**config.mk**
```make
export PLATFORM = sky130hd
export DESIGN_NAME = hbp_ctrl
export DESIGN_NICKNAME = d
export VERILOG_FILES = /design/src/hbp_pkg.sv /design/src/hbp_ctrl.sv /design/src/hbp_sync.sv
export SDC_FILE = /design/constraint.sdc
export NUM_CORES = 1
export LEC_CHECK = 0
export BUFFER_PORTS_ARGS = -buffer_cell sky130_fd_sc_hd__buf_4
export CAP_MARGIN = 20
export CORE_ASPECT_RATIO = 0.9
export CORE_MARGIN = 3
export CORE_UTILIZATION = 57
export CTS_CLUSTER_DIAMETER = 60
export DETAILED_ROUTE_END_ITERATION = 16
export PLACE_DENSITY = 0.92
export REMOVE_ABC_BUFFERS = 1
export SLEW_MARGIN = 20
export SYNTH_ARGS = -nofsm -noshare
export SYNTH_HDL_FRONTEND = slang
export SYNTH_SLANG_ARGS = --single-unit
```
**constraint.sdc**
```tcl
create_clock -name aclk -period 5.6 [get_ports aclk]
set_input_delay 1.12 -clock aclk [delete_from_list [all_inputs] [get_ports aclk]]
set_output_delay 1.12 -clock aclk [all_outputs]
set_load 0.01 [all_outputs]
```
**src/hbp_pkg.sv**
```systemverilog
/*
  Shared constants and types of the half-bridge protection control block:
  register map, reset values, timing counts, mode encoding and pin bundle.
  Assumes a single 10 MHz clock and an AXI4-Lite register bus of 32 bits.
*/
package hbp_pkg;

  // ----------------------------------------------------------------------
  // Timing
  // ----------------------------------------------------------------------
  localparam int CLK_PERIOD_NS = 100;
  localparam int LIMIT_COOLDOWN_TIME_NS = 140000;
  // Typical figure, taken as exact; 1400 cycles at 10 MHz
  localparam int COOL_CYCLES = (LIMIT_COOLDOWN_TIME_NS + CLK_PERIOD_NS - 1) / CLK_PERIOD_NS;
  localparam int DEAD_CYCLES_DEF = 4;
  localparam int CNT_W = 12;

  // ----------------------------------------------------------------------
  // Register map (byte addresses)
  // ----------------------------------------------------------------------
  localparam logic [3:0] OFS_STATUS = 4'h0;
  localparam logic [3:0] OFS_MASK = 4'h4;
  localparam logic [3:0] OFS_STATE = 4'h8;
  localparam logic [3:0] OFS_DEADTIME = 4'hc;
  localparam int EV_W = 5;
  localparam logic [EV_W-1:0] MASK_RESET = 5'h00;
  localparam logic [EV_W-1:0] STATUS_RESET = 5'h00;
  // Event bit positions in STATUS and MASK
  localparam int EV_UNDERVOLT = 0;
  localparam int EV_OVERVOLT = 1;
  localparam int EV_OV_LOCK = 2;
  localparam int EV_FAULT_LATCH = 3;
  localparam int EV_LIMIT = 4;
  // STATE field positions
  localparam int ST_MODE_LSB = 0;
  localparam int ST_UPPER = 3;
  localparam int ST_LOWER = 4;
  localparam int ST_DIAG = 5;
  localparam int ST_SLEEP_N = 6;
  localparam int ST_SIDE = 7;

  localparam logic [1:0] RESP_OKAY = 2'h0;
  localparam logic [1:0] RESP_SLVERR = 2'h2;

  // ----------------------------------------------------------------------
  // Types
  // ----------------------------------------------------------------------
  // Gray codes along standby - normal - limit - latch - ov
  typedef enum logic [2:0] {
    HBP_STANDBY = 3'b000,
    HBP_NORMAL = 3'b001,
    HBP_LIMIT = 3'b011,
    HBP_LATCH = 3'b010,
    HBP_OV_UP = 3'b110,
    HBP_OV_LOCK = 3'b111,
    HBP_UV = 3'b101
  } hbp_mode_t;

  // Pin inputs as one bundle, synchronised together
  typedef struct packed {
    logic sleep_n;
    logic side_sel;
    logic overvolt_guard;
    logic undervolt_guard;
    logic over_temp;
    logic short_upper;
    logic short_lower;
    logic over_limit;
  } hbp_pins_t;

endpackage

```
**src/hbp_ctrl.sv**
```systemverilog
/*
  Control and protection logic of one power half-bridge: decodes sleep and
  side-select into switch enables with dead time, drives the diagnostic flag,
  and handles voltage, thermal, short and current-limit faults. Registers sit
  on an AXI4-Lite slave. Assumes fault detectors deliver asynchronous levels.
*/
// Overview of operation
// - Sleep low, no overvoltage: both switches off, diag low
// - Sleep low clears thermal and short latches
// - Side low enables lower, high enables upper
// - Normal: diag reports current of enabled switch
// - Overvoltage, low current: upper on, diag high
// - Overvoltage, high current: lock off until sleep low with supply back in range
// - Undervoltage: both off, diag low, inputs ignored
// - Thermal or short fault: latch off, diag high
// - Diag high means error to host
// - Overcurrent: limit mode, retry after cooldown
// - Limit mode swaps switches, diag high
// - Resume after cooldown, clear error after two
// - Dead time keeps switches never on together
module hbp_ctrl #(
  parameter int DEAD_CYCLES = hbp_pkg::DEAD_CYCLES_DEF,
  parameter int COOL_CYCLES = hbp_pkg::COOL_CYCLES
) (
  input wire logic aclk,
  input wire logic aresetn,
  input wire logic [3:0] s_axi_awaddr,
  input wire logic s_axi_awvalid,
  output logic s_axi_awready,
  input wire logic [31:0] s_axi_wdata,
  input wire logic [3:0] s_axi_wstrb,
  input wire logic s_axi_wvalid,
  output logic s_axi_wready,
  output logic [1:0] s_axi_bresp,
  output logic s_axi_bvalid,
  input wire logic s_axi_bready,
  input wire logic [3:0] s_axi_araddr,
  input wire logic s_axi_arvalid,
  output logic s_axi_arready,
  output logic [31:0] s_axi_rdata,
  output logic [1:0] s_axi_rresp,
  output logic s_axi_rvalid,
  input wire logic s_axi_rready,
  input wire logic sleep_n,
  input wire logic side_sel,
  input wire logic overvolt_guard,
  input wire logic undervolt_guard,
  input wire logic over_temp,
  input wire logic short_upper,
  input wire logic short_lower,
  input wire logic over_limit,
  output logic upper_switch,
  output logic lower_switch,
  output logic sense_diag_out,
  output logic sense_mode,
  output logic sense_upper,
  output logic irq
);

  // ----------------------------------------------------------------------
  // Pin synchronisation
  // ----------------------------------------------------------------------
  hbp_pkg::hbp_pins_t pins_raw;
  hbp_pkg::hbp_pins_t pins;

  assign pins_raw = '{sleep_n, side_sel, overvolt_guard, undervolt_guard,
                      over_temp, short_upper, short_lower, over_limit};

  hbp_sync #(
    .WIDTH($bits(hbp_pkg::hbp_pins_t))
  ) u_sync (
    .aclk(aclk),
    .aresetn(aresetn),
    .async_in(pins_raw),
    .sync_out(pins)
  );

  // ----------------------------------------------------------------------
  // Protection state
  // ----------------------------------------------------------------------
  localparam logic [hbp_pkg::CNT_W-1:0] COOL_ONE = hbp_pkg::CNT_W'(COOL_CYCLES);
  localparam logic [hbp_pkg::CNT_W-1:0] COOL_LAST = hbp_pkg::CNT_W'(2 * COOL_CYCLES - 1);

  hbp_pkg::hbp_mode_t mode;
  hbp_pkg::hbp_mode_t next_mode;
  logic fault_latch;
  logic ov_lock;
  logic [hbp_pkg::CNT_W-1:0] cl_cnt;
  logic fault_now;
  logic limit_start;
  logic limit_phase;
  logic err_hold;

  assign fault_now = pins.over_temp | pins.short_upper | pins.short_lower;
  // A trip restarts the cycle only outside the switched phase
  assign limit_start = pins.over_limit && (cl_cnt == '0 || cl_cnt >= COOL_ONE);
  assign limit_phase = limit_start || (cl_cnt != '0 && cl_cnt < COOL_ONE);
  assign err_hold = cl_cnt != '0;

  // Fault priority: supply faults override the sleep input
  always_comb begin
    if (pins.undervolt_guard) begin
      next_mode = hbp_pkg::HBP_UV;
    end else if (ov_lock || (pins.overvolt_guard && pins.over_limit)) begin
      next_mode = hbp_pkg::HBP_OV_LOCK;
    end else if (pins.overvolt_guard) begin
      next_mode = hbp_pkg::HBP_OV_UP;
    end else if (!pins.sleep_n) begin
      next_mode = hbp_pkg::HBP_STANDBY;
    end else if (fault_latch || fault_now) begin
      next_mode = hbp_pkg::HBP_LATCH;
    end else if (limit_phase) begin
      next_mode = hbp_pkg::HBP_LIMIT;
    end else begin
      next_mode = hbp_pkg::HBP_NORMAL;
    end
  end

  always_ff @(posedge aclk) begin
    if (!aresetn) begin
      mode <= hbp_pkg::HBP_STANDBY;
    end else begin
      mode <= next_mode;
    end
  end

  // Thermal and short latch, only sleep low releases it
  always_ff @(posedge aclk) begin
    if (!aresetn || !pins.sleep_n) begin
      fault_latch <= 1'b0;
    end else if (fault_now) begin
      fault_latch <= 1'b1;
    end
  end

  // Overvoltage lock: freed at sleep low once the supply is back in range
  always_ff @(posedge aclk) begin
    if (!aresetn) begin
      ov_lock <= 1'b0;
    end else if (pins.overvolt_guard && pins.over_limit) begin
      ov_lock <= 1'b1;
    end else if (!pins.sleep_n && !pins.overvolt_guard) begin
      ov_lock <= 1'b0;
    end
  end

  // Cooldown counter: switched phase for one interval, error for two
  always_ff @(posedge aclk) begin
    if (!aresetn || !pins.sleep_n || pins.undervolt_guard) begin
      cl_cnt <= '0;
    end else if (limit_start) begin
      cl_cnt <= hbp_pkg::CNT_W'(1);
    end else if (cl_cnt == COOL_LAST) begin
      cl_cnt <= '0;
    end else if (cl_cnt != '0) begin
      cl_cnt <= cl_cnt + hbp_pkg::CNT_W'(1);
    end
  end

  // ----------------------------------------------------------------------
  // Switch requests and diagnostic flag
  // ----------------------------------------------------------------------
  logic req_up;
  logic req_lo;
  logic next_diag;

  always_comb begin
    unique case (mode)
      hbp_pkg::HBP_NORMAL: begin
        req_up = pins.side_sel;
        req_lo = !pins.side_sel;
        next_diag = err_hold;
      end
      hbp_pkg::HBP_LIMIT: begin
        req_up = !pins.side_sel;
        req_lo = pins.side_sel;
        next_diag = 1'b1;
      end
      hbp_pkg::HBP_OV_UP: begin
        req_up = 1'b1;
        req_lo = 1'b0;
        next_diag = 1'b1;
      end
      hbp_pkg::HBP_OV_LOCK, hbp_pkg::HBP_LATCH: begin
        req_up = 1'b0;
        req_lo = 1'b0;
        next_diag = 1'b1;
      end
      hbp_pkg::HBP_STANDBY, hbp_pkg::HBP_UV: begin
        req_up = 1'b0;
        req_lo = 1'b0;
        next_diag = 1'b0;
      end
      default: begin
        req_up = 1'b0;
        req_lo = 1'b0;
        next_diag = 1'b1;
      end
    endcase
  end

  // ----------------------------------------------------------------------
  // Dead-time driver
  // ----------------------------------------------------------------------
  logic [7:0] dead_cfg;
  logic [7:0] dt_cnt;
  logic drop_now;

  // Any enabled switch no longer requested goes off at once
  assign drop_now = (upper_switch && !req_up) || (lower_switch && !req_lo);

  always_ff @(posedge aclk) begin
    if (!aresetn) begin
      upper_switch <= 1'b0;
      lower_switch <= 1'b0;
      dt_cnt <= '0;
    end else if (drop_now) begin
      upper_switch <= 1'b0;
      lower_switch <= 1'b0;
      dt_cnt <= dead_cfg;
    end else if (dt_cnt != '0) begin
      dt_cnt <= dt_cnt - 8'h01;
    end else begin
      upper_switch <= req_up;
      lower_switch <= req_lo;
    end
  end

  // Diagnostic outputs; sense mode only in clean normal operation
  always_ff @(posedge aclk) begin
    if (!aresetn) begin
      sense_diag_out <= 1'b0;
      sense_mode <= 1'b0;
      sense_upper <= 1'b0;
    end else begin
      sense_diag_out <= next_diag;
      sense_mode <= mode == hbp_pkg::HBP_NORMAL && !err_hold;
      sense_upper <= req_up;
    end
  end

  // ----------------------------------------------------------------------
  // Event status, mask and interrupt
  // ----------------------------------------------------------------------
  logic [hbp_pkg::EV_W-1:0] status;
  logic [hbp_pkg::EV_W-1:0] mask;
  logic [hbp_pkg::EV_W-1:0] ev;
  logic [hbp_pkg::EV_W-1:0] st_clr;
  logic entering;

  assign entering = next_mode != mode;
  assign ev[hbp_pkg::EV_UNDERVOLT] = entering && next_mode == hbp_pkg::HBP_UV;
  assign ev[hbp_pkg::EV_OVERVOLT] = entering && next_mode == hbp_pkg::HBP_OV_UP;
  assign ev[hbp_pkg::EV_OV_LOCK] = entering && next_mode == hbp_pkg::HBP_OV_LOCK;
  assign ev[hbp_pkg::EV_FAULT_LATCH] = entering && next_mode == hbp_pkg::HBP_LATCH;
  assign ev[hbp_pkg::EV_LIMIT] = entering && next_mode == hbp_pkg::HBP_LIMIT;
  assign irq = |(status & mask);

  // New events win over a clearing read in the same cycle
  always_ff @(posedge aclk) begin
    if (!aresetn) begin
      status <= hbp_pkg::STATUS_RESET;
    end else begin
      status <= (status & ~st_clr) | ev;
    end
  end

  // ----------------------------------------------------------------------
  // AXI4-Lite slave
  // ----------------------------------------------------------------------
  logic aw_got;
  logic w_got;
  logic [3:0] aw_addr;
  logic [31:0] w_data;
  logic [3:0] w_strb;
  logic do_write;
  logic do_read;
  logic wr_hit;
  logic rd_hit;
  logic [31:0] rd_word;
  logic [31:0] state_word;

  assign s_axi_awready = !aw_got && !s_axi_bvalid;
  assign s_axi_wready = !w_got && !s_axi_bvalid;
  assign s_axi_arready = !s_axi_rvalid;
  assign do_write = aw_got && w_got && !s_axi_bvalid;
  assign do_read = s_axi_arvalid && s_axi_arready;
  assign wr_hit = aw_addr == hbp_pkg::OFS_MASK || aw_addr == hbp_pkg::OFS_DEADTIME
                  || aw_addr == hbp_pkg::OFS_STATUS || aw_addr == hbp_pkg::OFS_STATE;
  assign rd_hit = s_axi_araddr == hbp_pkg::OFS_MASK || s_axi_araddr == hbp_pkg::OFS_DEADTIME
                  || s_axi_araddr == hbp_pkg::OFS_STATUS || s_axi_araddr == hbp_pkg::OFS_STATE;
  assign st_clr = (do_read && s_axi_araddr == hbp_pkg::OFS_STATUS) ? '1 : '0;

  assign state_word = {24'h0000_00, pins.side_sel, pins.sleep_n, sense_diag_out,
                       lower_switch, upper_switch, mode};
  assign rd_word = s_axi_araddr == hbp_pkg::OFS_STATUS ? {27'h000_0000, status}
                 : s_axi_araddr == hbp_pkg::OFS_MASK ? {27'h000_0000, mask}
                 : s_axi_araddr == hbp_pkg::OFS_STATE ? state_word
                 : s_axi_araddr == hbp_pkg::OFS_DEADTIME ? {24'h0000_00, dead_cfg}
                 : 32'h0000_0000;

  // Address and data captured in either order
  always_ff @(posedge aclk) begin
    if (!aresetn) begin
      aw_got <= 1'b0;
      w_got <= 1'b0;
      aw_addr <= '0;
      w_data <= '0;
      w_strb <= '0;
    end else begin
      if (s_axi_awvalid && s_axi_awready) begin
        aw_got <= 1'b1;
        aw_addr <= {s_axi_awaddr[3:2], 2'b00};
      end else if (do_write) begin
        aw_got <= 1'b0;
      end
      if (s_axi_wvalid && s_axi_wready) begin
        w_got <= 1'b1;
        w_data <= s_axi_wdata;
        w_strb <= s_axi_wstrb;
      end else if (do_write) begin
        w_got <= 1'b0;
      end
    end
  end

  // Writable registers; STATUS and STATE ignore writes
  always_ff @(posedge aclk) begin
    if (!aresetn) begin
      mask <= hbp_pkg::MASK_RESET;
      dead_cfg <= 8'(DEAD_CYCLES);
    end else if (do_write && w_strb[0]) begin
      if (aw_addr == hbp_pkg::OFS_MASK) begin
        mask <= w_data[hbp_pkg::EV_W-1:0];
      end
      if (aw_addr == hbp_pkg::OFS_DEADTIME) begin
        dead_cfg <= w_data[7:0];
      end
    end
  end

  // Write response, low address bits dropped so every write answers OKAY
  always_ff @(posedge aclk) begin
    if (!aresetn) begin
      s_axi_bvalid <= 1'b0;
      s_axi_bresp <= hbp_pkg::RESP_OKAY;
    end else if (do_write) begin
      s_axi_bvalid <= 1'b1;
      s_axi_bresp <= wr_hit ? hbp_pkg::RESP_OKAY : hbp_pkg::RESP_SLVERR;
    end else if (s_axi_bready) begin
      s_axi_bvalid <= 1'b0;
    end
  end

  // Read data registered, one cycle after the address
  always_ff @(posedge aclk) begin
    if (!aresetn) begin
      s_axi_rvalid <= 1'b0;
      s_axi_rdata <= '0;
      s_axi_rresp <= hbp_pkg::RESP_OKAY;
    end else if (do_read) begin
      s_axi_rvalid <= 1'b1;
      s_axi_rdata <= rd_word;
      s_axi_rresp <= rd_hit ? hbp_pkg::RESP_OKAY : hbp_pkg::RESP_SLVERR;
    end else if (s_axi_rready) begin
      s_axi_rvalid <= 1'b0;
    end
  end
endmodule // hbp_ctrl

```
**src/hbp_sync.sv**
```systemverilog
/*
  Two-stage synchroniser for a bundle of asynchronous pin levels.
  Assumes levels that are stable for several clock periods.
*/
module hbp_sync #(
  parameter int WIDTH = 8
) (
  input wire logic aclk,
  input wire logic aresetn,
  input wire logic [WIDTH-1:0] async_in,
  output logic [WIDTH-1:0] sync_out
);

  logic [WIDTH-1:0] meta;

  // First stage feeds only the second stage
  always_ff @(posedge aclk) begin
    if (!aresetn) begin
      meta <= '0;
      sync_out <= '0;
    end else begin
      meta <= async_in;
      sync_out <= meta;
    end
  end

endmodule // hbp_sync

```
==> results of run 1 <==
area by class of cell:
type	instances	area (µm²)
fillers	545	2241
well taps	90	112.6
clock inverters	6	50.05
repair buffers	50	375.4
inverters	14	52.55
flip-flops and latches	89	1782
multi-input cells	338	1986
clock buffers	10	127.6
critical path: stages (launching register included):
cell      delay (ps)
dfxtp_1          350
a222oi_1         410
nand2_1          110
buf_4            160
cell usage after synthesis (4+ instances only):
master,number
a211oi_1,5
nand2_1,47
buf_2,8
nand2b_1,9
nand4_1,6
dfxtp_1,89
mux2i_1,20
a21oi_1,34
or3_1,5
nor3_1,19
and3_1,5
nor2b_1,5
o21ai_0,6
a221oi_1,5
o221ai_1,5
nor2_1,47
inv_1,13
buf_4,27
o21ai_1,5
a31oi_1,4
xnor2_1,8
clkbuf_1,12
nand3_1,14
and2_1,20
xor2_1,6
report_power, final:
group | switching, mW | internal, mW | total, mW
registers | 0.0474 | 0.675 | 0.723
logic | 0.149 | 0.123 | 0.272
clock network | 0.236 | 0.167 | 0.403
total | 0.433 | 0.965 | 1.40
worst min-delay path by stage:
stage,startpoint,endpoint,slack (ps),cells after the start
2_1_floorplan,u_sync.meta[0],u_sync.sync_out[0],410,1
3_3_place_gp,u_sync.meta[7],u_sync.sync_out[7],410,1
3_5_place_dp,u_sync.meta[2],u_sync.sync_out[2],420,1
4_1_cts,u_sync.meta[2],u_sync.sync_out[2],440,1
5_1_grt,u_sync.meta[2],u_sync.sync_out[2],450,1
6_report,u_sync.meta[7],u_sync.sync_out[7],440,1
per-stage QoR:
stage	power, mW	cell area (µm²)
6_report	1.398	4486
5_1_grt	1.467	4486
3_3_place_gp	0.9878	4308
2_1_floorplan	0.9239	3820
3_5_place_dp	1.002	4308
4_1_cts	1.398	4486
cell families (layout without fill, tap and decap cells):
| group | after synthesis | after routing | share of synthesized area, % |
|---|---|---|---|
| buf+inv | 62 | 80 | 8.735 |
| xor+xnor | 14 | 14 | 3.046 |
| fa+ha+maj | 3 | 3 | 0.9326 |
| other cells | 1 | 26 | 0.09317 |
| mux | 21 | 21 | 5.253 |
| simple gates | 195 | 195 | 25.09 |
| flops | 89 | 89 | 44.26 |
| compound gates | 79 | 79 | 12.59 |
placed cells by master, fill, tap and decap left out, types with 3 or more instances in the layout:
master / synthesis / layout
buf_4: 27 / 50
nand3_1: 14 / 14
and3_1: 5 / 5
a31oi_1: 4 / 4
nor2b_1: 5 / 5
xor2_1: 6 / 6
nand2b_1: 9 / 9
xnor2_1: 8 / 8
inv_6: 0 / 3
o21ai_1: 5 / 5
ha_1: 3 / 3
and2_1: 20 / 20
nand3b_1: 3 / 3
nand2_1: 47 / 47
nor3_1: 19 / 19
conb_1: 1 / 26
nand4_1: 6 / 6
nor2_1: 47 / 47
inv_1: 13 / 13
or3_1: 5 / 5
a21oi_1: 34 / 34
o221ai_1: 5 / 5
clkbuf_8: 0 / 9
a211oi_1: 5 / 5
mux2i_1: 20 / 20
o211ai_1: 3 / 3
o21ai_0: 6 / 6
a221oi_1: 5 / 5
dfxtp_1: 89 / 89
flip-flops by register name, indices dropped and copies added, names as in the netlist, 2 cells and up:
register,count
aw_addr,2
cl_cnt,12
dead_cfg,8
dt_cnt,8
mask,5
mode,3
s_axi_rdata,8
status,5
u_sync.meta,8
u_sync.sync_out,8
w_data,8
per-layer routing:
metal,vias to the layer above,wire length (µm),global-route usage [%]
met5,-,0,0
met4,0,198,8.388
met3,28,692,5.877
met2,165,4139,36.21
met1,1530,3697,28.00
li1,1632,-,-
==> summary.txt, run 1 <==
vias in the first global route = 3118
Worst setup EP type = primary output
n_diodes = 0
CTS buffer count = 9
Synth top area share = 44.26%
DR pass1 iterations = 5
Final period util = 44.76%
drc violations = 0
layout cell share with drive strength beyond 1 = 14.60%
R2R setup slack = 3480 ps
antenna-violating nets left = 0
Arr. time, crit path = 1390 ps
slew margin rel. = 33.32%
worst setup margin = 3094 ps
worst clock skew = 11.72 ps
outcome = complete, no violations
worst path required time = 4480 ps
Worst Setup SP = status[4]
CTS max path bufs = 2
core area = 6726 µm²
Crit Reg-Reg Endpoint = cl_cnt[1]
Mean Syn Cell Area = 8.675 µm²
Slew Viols, Final = 0
H-Tree Depth = 3
Lkg Pwr = 1.817 nW
initial drt markers = 321
Yosys warnings = 0
crit path to = irq
Port Buffers = 50
FFs w/ async S/R, synth = 0%
post-synthesis cell area = 4025 µm²
TNS Setup = 0 ps
Post-synth top flop = dfxtp_1
detailed placement HPWL = 6.214 mm
synth unique cells = 55
initial antenna violation count = 0
Critical Path Fanout Max = 3
CTS tree = built
DP Cell Count = 581
Avg WL per Cell = 14.62 µm
Worst-Margin Slew = 995.6 ps
CTS Hold Bufs = 0
CTS Root Cell = clkbuf_8
FF-to-FF Start = cl_cnt[0]
Setup violations, final = 0
Setup Buffers After CTS = 0
Tmin final = 2506 ps
area grow syn2layout = 11.44%
Max-Cap Viols = 0
RSZ-0062 raised after global routing = false
Mapped Cells = 464
WL final = 8.728 mm
row cnt = 28
VDD IR max = 0.2043 mV
final cell count without fillers = 597
grt total ovfl = 0
RD Place Congestion = 0.8866
number of vias per cell = 5.620
vias after detailed routing = 3355
GRT Overall Usage = 22.13%
flops & latches, synth = 89
largest net degree at the start of global routing = 52
Synth area leader = dfxtp_1
worst hold path class = reg2reg
WS Path Type = reg2out
Initial Util = 59.84%
WHS = 437.9 ps
Finished Core Util = 66.69%
final hold violations = 0
post-synthesis sequential area ratio = 44.26%
Peak Freq = 0.3990 GHz
CTS clk-pin slew, worst paths = 90 ps
CTS-repair resized insts = 0
number of flops mapped to enable cells by yosys = 0
Cell Pwr Density = 311.6 nW/µm²
Clock Latency Late Sink = 360 ps
R2R cell count = 7
Layout Nets = 564
clock sinks = 89
ranking of synthesized cells by area = dfxtp_1 (44%), buf_4 (5.0%), mux2i_1 (5.0%)
die width = 94.58 µm
die area = 8107 µm²
number of top-level pins = 106
pre-CTS setup slack = 3096 ps
Die Y = 85.72 µm
first-pass GRT wire length = 14.21 mm
crit start category = flip-flop
No activity file was read; power rests on OpenSTA's default activity.
==> run 2, diff against run 1 <==
--- a/config.mk
+++ b/config.mk
@@ -9,10 +9,10 @@
 export CAP_MARGIN = 20
 export CORE_ASPECT_RATIO = 0.9
 export CORE_MARGIN = 3
-export CORE_UTILIZATION = 57
+export CORE_UTILIZATION = 47
 export CTS_CLUSTER_DIAMETER = 60
 export DETAILED_ROUTE_END_ITERATION = 16
-export PLACE_DENSITY = 0.92
+export PLACE_DENSITY = 0.82
 export REMOVE_ABC_BUFFERS = 1
 export SLEW_MARGIN = 20
 export SYNTH_ARGS = -nofsm -noshare
==> constraint.sdc (replaced) <==
create_clock -name aclk -period 2.3 [get_ports aclk]
set_input_delay 0.46 -clock aclk [delete_from_list [all_inputs] [get_ports aclk]]
set_output_delay 0.46 -clock aclk [all_outputs]
set_load 0.01 [all_outputs]
==> run 2 against run 1 <==
Final cell count increased by 4.2%. Non-clock buffer count is the same. Critical endpoint is now status[4]. Critical path depth up 2. Critical path type is now reg2reg.
==> summary.txt, run 2 (synthesis gave the netlist of run 1 again) <==
Layout Nets = 564
GRT Overall Usage = 17.58%
outcome = complete, no violations
Finished Core Util = 55.77%
RSZ-0062 raised after global routing = false
Setup Buffers After CTS = 0
Worst setup EP type = flip-flop
worst clock skew = 6.290 ps
WS Path Type = reg2reg
Critical Path Fanout Max = 3
number of top-level pins = 106
Peak Freq = 0.4881 GHz
Worst Hold Path Cells = 2
Initial Util = 49.18%
Worst-Margin Slew = 863.8 ps
Port Buffers = 50
pre-CTS setup slack = 212.0 ps
commonest cells after routing, fill and taps aside = dfxtp_1 (89), buf_4 (50), nor2_1 (47), nand2_1 (47), a21oi_1 (34)
DP Cell Count = 606
CTS max path bufs = 2
antenna-violating nets left = 0
CTS-repair resized insts = 0
Top reg by flops = cl_cnt
n_diodes = 0
core area = 8184 µm²
TNS Setup = 0 ps
die area = 9712 µm²
Die Y = 93.80 µm
met3 wire length = 580 µm
die width = 103.6 µm
grt total ovfl = 0
initial antenna violation count = 0
final hold violations = 0
VDD IR max = 0.4721 mV
Tmin final = 2049 ps
crit start category = flip-flop
vias after detailed routing = 3323
DRT met1 WL = 3.899 mm
clock sinks = 89
layout cell share with drive strength beyond 1 = 14.79%
Filler Cell Count = 731
first-pass GRT wire length = 14.01 mm
initial drt markers = 275
WL final = 8.425 mm
R2R cell count = 5
row cnt = 31
CTS tree = built
Hold Path Origin = s_axi_rready
final cell count without fillers = 622
worst path required time = 2560 ps
top layer in use = met4
Avg WL per Cell = 13.55 µm
Slew Viols, Final = 0
number of vias per cell = 5.342
detailed placement HPWL = 6.019 mm
CTS Hold Bufs = 0
area grow syn2layout = 13.40%
CTS Root Cell = clkbuf_8
Clock Latency Late Sink = 360 ps
drc violations = 0
WHS = 274.6 ps
Crit Reg-Reg Endpoint = status[4]
FF-to-FF Start = fault_latch
Final period util = 89.07%
CTS clk-pin slew, worst paths = 90 ps
max reg flops = 12
met2 wire length = 3.774 mm
Max-Cap Viols = 0
vias in the first global route = 2993
Lkg Pwr = 1.845 nW
DR pass1 iterations = 5
worst hold path class = in2reg
Setup violations, final = 0
slew margin rel. = 42.33%
H-Tree Depth = 3
Worst Hold End = s_axi_rvalid
CTS buffer count = 9
R2R setup slack = 250 ps
leading cell type in the layout, fill and taps excluded = dfxtp_1
Arr. time, crit path = 2300 ps
worst setup margin = 251.4 ps
largest net degree at the start of global routing = 52
Cell Pwr Density = 781.9 nW/µm²
RD Place Congestion = 0.9119
[run 2: cell types whose count changed in the layout (fill, tap and decap cells not counted)]
cell	before	now
clkinv_4	1	2
a31oi_2	0	1
clkinvlp_4	2	0
bufinv_16	0	2
a31oi_1	4	3
inv_6	3	1
clkinv_2	0	1
[run 2: stage by stage]
step | area [µm²] | power (mW)
after floorplan | 3820 | 2.249
after global placement | 4339 | 2.412
after detailed placement | 4339 | 2.435
final | 4564 | 3.569
after CTS | 4558 | 3.595
after global routing | 4564 | 3.773
[run 2: area by class of cell]
type	instances	area [µm²]	area share (%)
Clock buffer	10	127.6	2.796
Tap cell	115	143.9	3.152
Sequential cell	89	1782	39.04
Inverter	14	52.55	1.151
Multi-Input combinational cell	338	1992	43.64
Clock inverter	6	91.34	2.001
Timing Repair Buffer	50	375.4	8.224
[run 2: how the worst max path moves through the flow]
stage	depth (start not counted)	slack [ps]	to	from
floorplan	5	510	status[4]	fault_latch
global placement	7	290	cl_cnt[10]	cl_cnt[0]
detailed placement	7	210	cl_cnt[1]	cl_cnt[0]
CTS	7	180	cl_cnt[11]	cl_cnt[1]
global route	5	150	status[4]	fault_latch
finish	5	250	status[4]	fault_latch
[run 2: where the power goes]
part | switching, mW | leakage, nW | internal (mW)
logic | 0.354 | 1.01 | 0.299
registers | 0.106 | 0.726 | 1.64
clock network | 0.547 | 0.111 | 0.618
total | 1.01 | 1.84 | 2.56
[run 2: critical path, cell delays in order (launching register included)]
cell	delay [ps]
dfxtp_1	310
or4_4	560
nor3b_4	250
mux2i_1	350
a21oi_1	120
o41ai_1	350
[run 2: routing by layer]
layer  up-vias  track usage (%)
met5         -                0
met4         0            7.087
met3        16            4.605
met1      1550            23.03
li1       1632                -
met2       125            27.89
==> run 3, diff against run 2 <==
--- a/config.mk
+++ b/config.mk
@@ -6,13 +6,13 @@
 export NUM_CORES = 1
 export LEC_CHECK = 0
 export BUFFER_PORTS_ARGS = -buffer_cell sky130_fd_sc_hd__buf_4
-export CAP_MARGIN = 20
 export CORE_ASPECT_RATIO = 0.9
 export CORE_MARGIN = 3
 export CORE_UTILIZATION = 47
 export CTS_CLUSTER_DIAMETER = 60
 export DETAILED_ROUTE_END_ITERATION = 16
 export PLACE_DENSITY = 0.82
+export RECOVER_POWER = 25
 export REMOVE_ABC_BUFFERS = 1
 export SLEW_MARGIN = 20
 export SYNTH_ARGS = -nofsm -noshare
==> run 3 against run 2 <==
The flow now finishes with violations (max-capacitance violations, max-slew violations). Non-clock buffer count stayed put. Clock skew about the same. Sequential share of layout area grew 0.086 points. Design area shrank 0.22%. Wire length up 0.26%. Die area did not move. Critical path depth unchanged. Via count about the same. Final cell count unchanged. First-iteration DRC count fell by 0.36%. Combinational power barely moved.
==> summary.txt, run 3 (synthesis gave the netlist of run 1 again) <==
WL final = 8.447 mm
vias in the first global route = 2993
H-Tree Depth = 3
largest net degree at the start of global routing = 52
DR pass1 iterations = 5
Worst setup EP type = flip-flop
outcome = finished with violations
die width = 103.6 µm
detailed placement HPWL = 6.019 mm
GR Util met3 = 4.605%
FF-to-FF Start = fault_latch
RSZ-0062 raised after global routing = false
final cell count without fillers = 622
Hold Path Origin = s_axi_rready
pre-CTS setup slack = 212.0 ps
grt total ovfl = 0
drc violations = 0
worst clock skew = 6.294 ps
CTS Hold Bufs = 0
CTS clk-pin slew, worst paths = 90 ps
number of vias per cell = 5.339
Avg WL per Cell = 13.58 µm
CTS tree = built
antenna-violating nets left = 0
Peak Freq = 0.4820 GHz
area grow syn2layout = 13.15%
DP Cell Count = 606
worst path required time = 2550 ps
met2 usage = 27.89%
vias after detailed routing = 3321
n_diodes = 0
WS Path Type = reg2reg
Top reg by flops = cl_cnt
die area = 9712 µm²
CTS buffer count = 9
CTS max path bufs = 2
crit start category = flip-flop
Layout Nets = 564
slew margin rel. = -3.526%
core area = 8184 µm²
Die Y = 93.80 µm
worst hold path class = in2reg
GRT Overall Usage = 17.58%
CTS Root Cell = clkbuf_8
initial drt markers = 274
Critical Path Fanout Max = 3
Initial Util = 49.18%
Clock Latency Late Sink = 360 ps
row cnt = 31
Port Buffers = 50
Finished Core Util = 55.65%
Arr. time, crit path = 2330 ps
commonest cells after routing, fill and taps aside = dfxtp_1 (89), buf_4 (48), nor2_1 (47), nand2_1 (47), a21oi_1 (34)
Setup Buffers After CTS = 0
leading cell type in the layout, fill and taps excluded = dfxtp_1
final hold violations = 0
met1 Track Usage GR = 23.03%
Final period util = 90.21%
layout cell share with drive strength beyond 1 = 14.00%
Worst-Margin Slew = 1551 ps
RD Place Congestion = 0.9119
first-pass GRT wire length = 14.01 mm
Tmin final = 2075 ps
Worst Setup SP = fault_latch
GR peak layer = met2
failing checks = max-capacitance violations, max-slew violations
number of top-level pins = 106
initial antenna violation count = 0
VDD IR max = 0.4709 mV
max reg flops = 12
Setup violations, final = 0
CTS-repair resized insts = 0
Lkg Pwr = 1.833 nW
worst setup margin = 225.2 ps
clock sinks = 89
Cell Pwr Density = 783.4 nW/µm²
Slew Viols, Final = 52
Max-Cap Viols = 1
TNS Setup = 0 ps
==> run 3: final timing paths <==
path	endpoint	slack, ps	cells past startpoint
worst min-delay path	s_axi_rvalid	270	2
worst min register to register	u_sync.sync_out[2]	440	1
worst max register to register	status[4]	230	5
worst max-delay path	status[4]	230	5
==> run 3: layout make-up <==
type / count / area, µm²
Fill cell: 731 / 3630
Multi-Input combinational cell: 338 / 1989
Sequential cell: 89 / 1782
Timing Repair Buffer: 50 / 367.9
Tap cell: 115 / 143.9
Clock buffer: 10 / 127.6
Clock inverter: 6 / 91.34
Inverter: 14 / 52.55
==> run 3: per-layer routing <==
metal / wire length (µm) / share of wire (%)
met1: 3896 / 46
met2: 3799 / 45
met3: 588 / 7.0
met4: 164 / 1.9
met5: 0 / 0
==> run 3: per-stage QoR <==
| step | total power, mW | hold slack (ps) | area [µm²] |
|---|---|---|---|
| after floorplan | 2.249 | 411.8 | 3820 |
| after global placement | 2.412 | 414.7 | 4339 |
| after detailed placement | 2.435 | 418.6 | 4339 |
| after CTS | 3.595 | 263.8 | 4558 |
| after global routing | 3.772 | 274.9 | 4554 |
| final | 3.568 | 274.5 | 4554 |
==> run 3: power by group <==
group          leakage, nW  internal (mW)  switching (mW)
combinational        0.996          0.298           0.354
sequential           0.726           1.64           0.106
clock                0.111          0.618           0.547
==> run 3: worst max-delay path, stage by stage (launching register included) <==
cell	delay, ps
dfxtp_1	310
or4_4	560
nor3b_4	260
mux2i_1	370
a21oi_1	120
o41ai_1	350
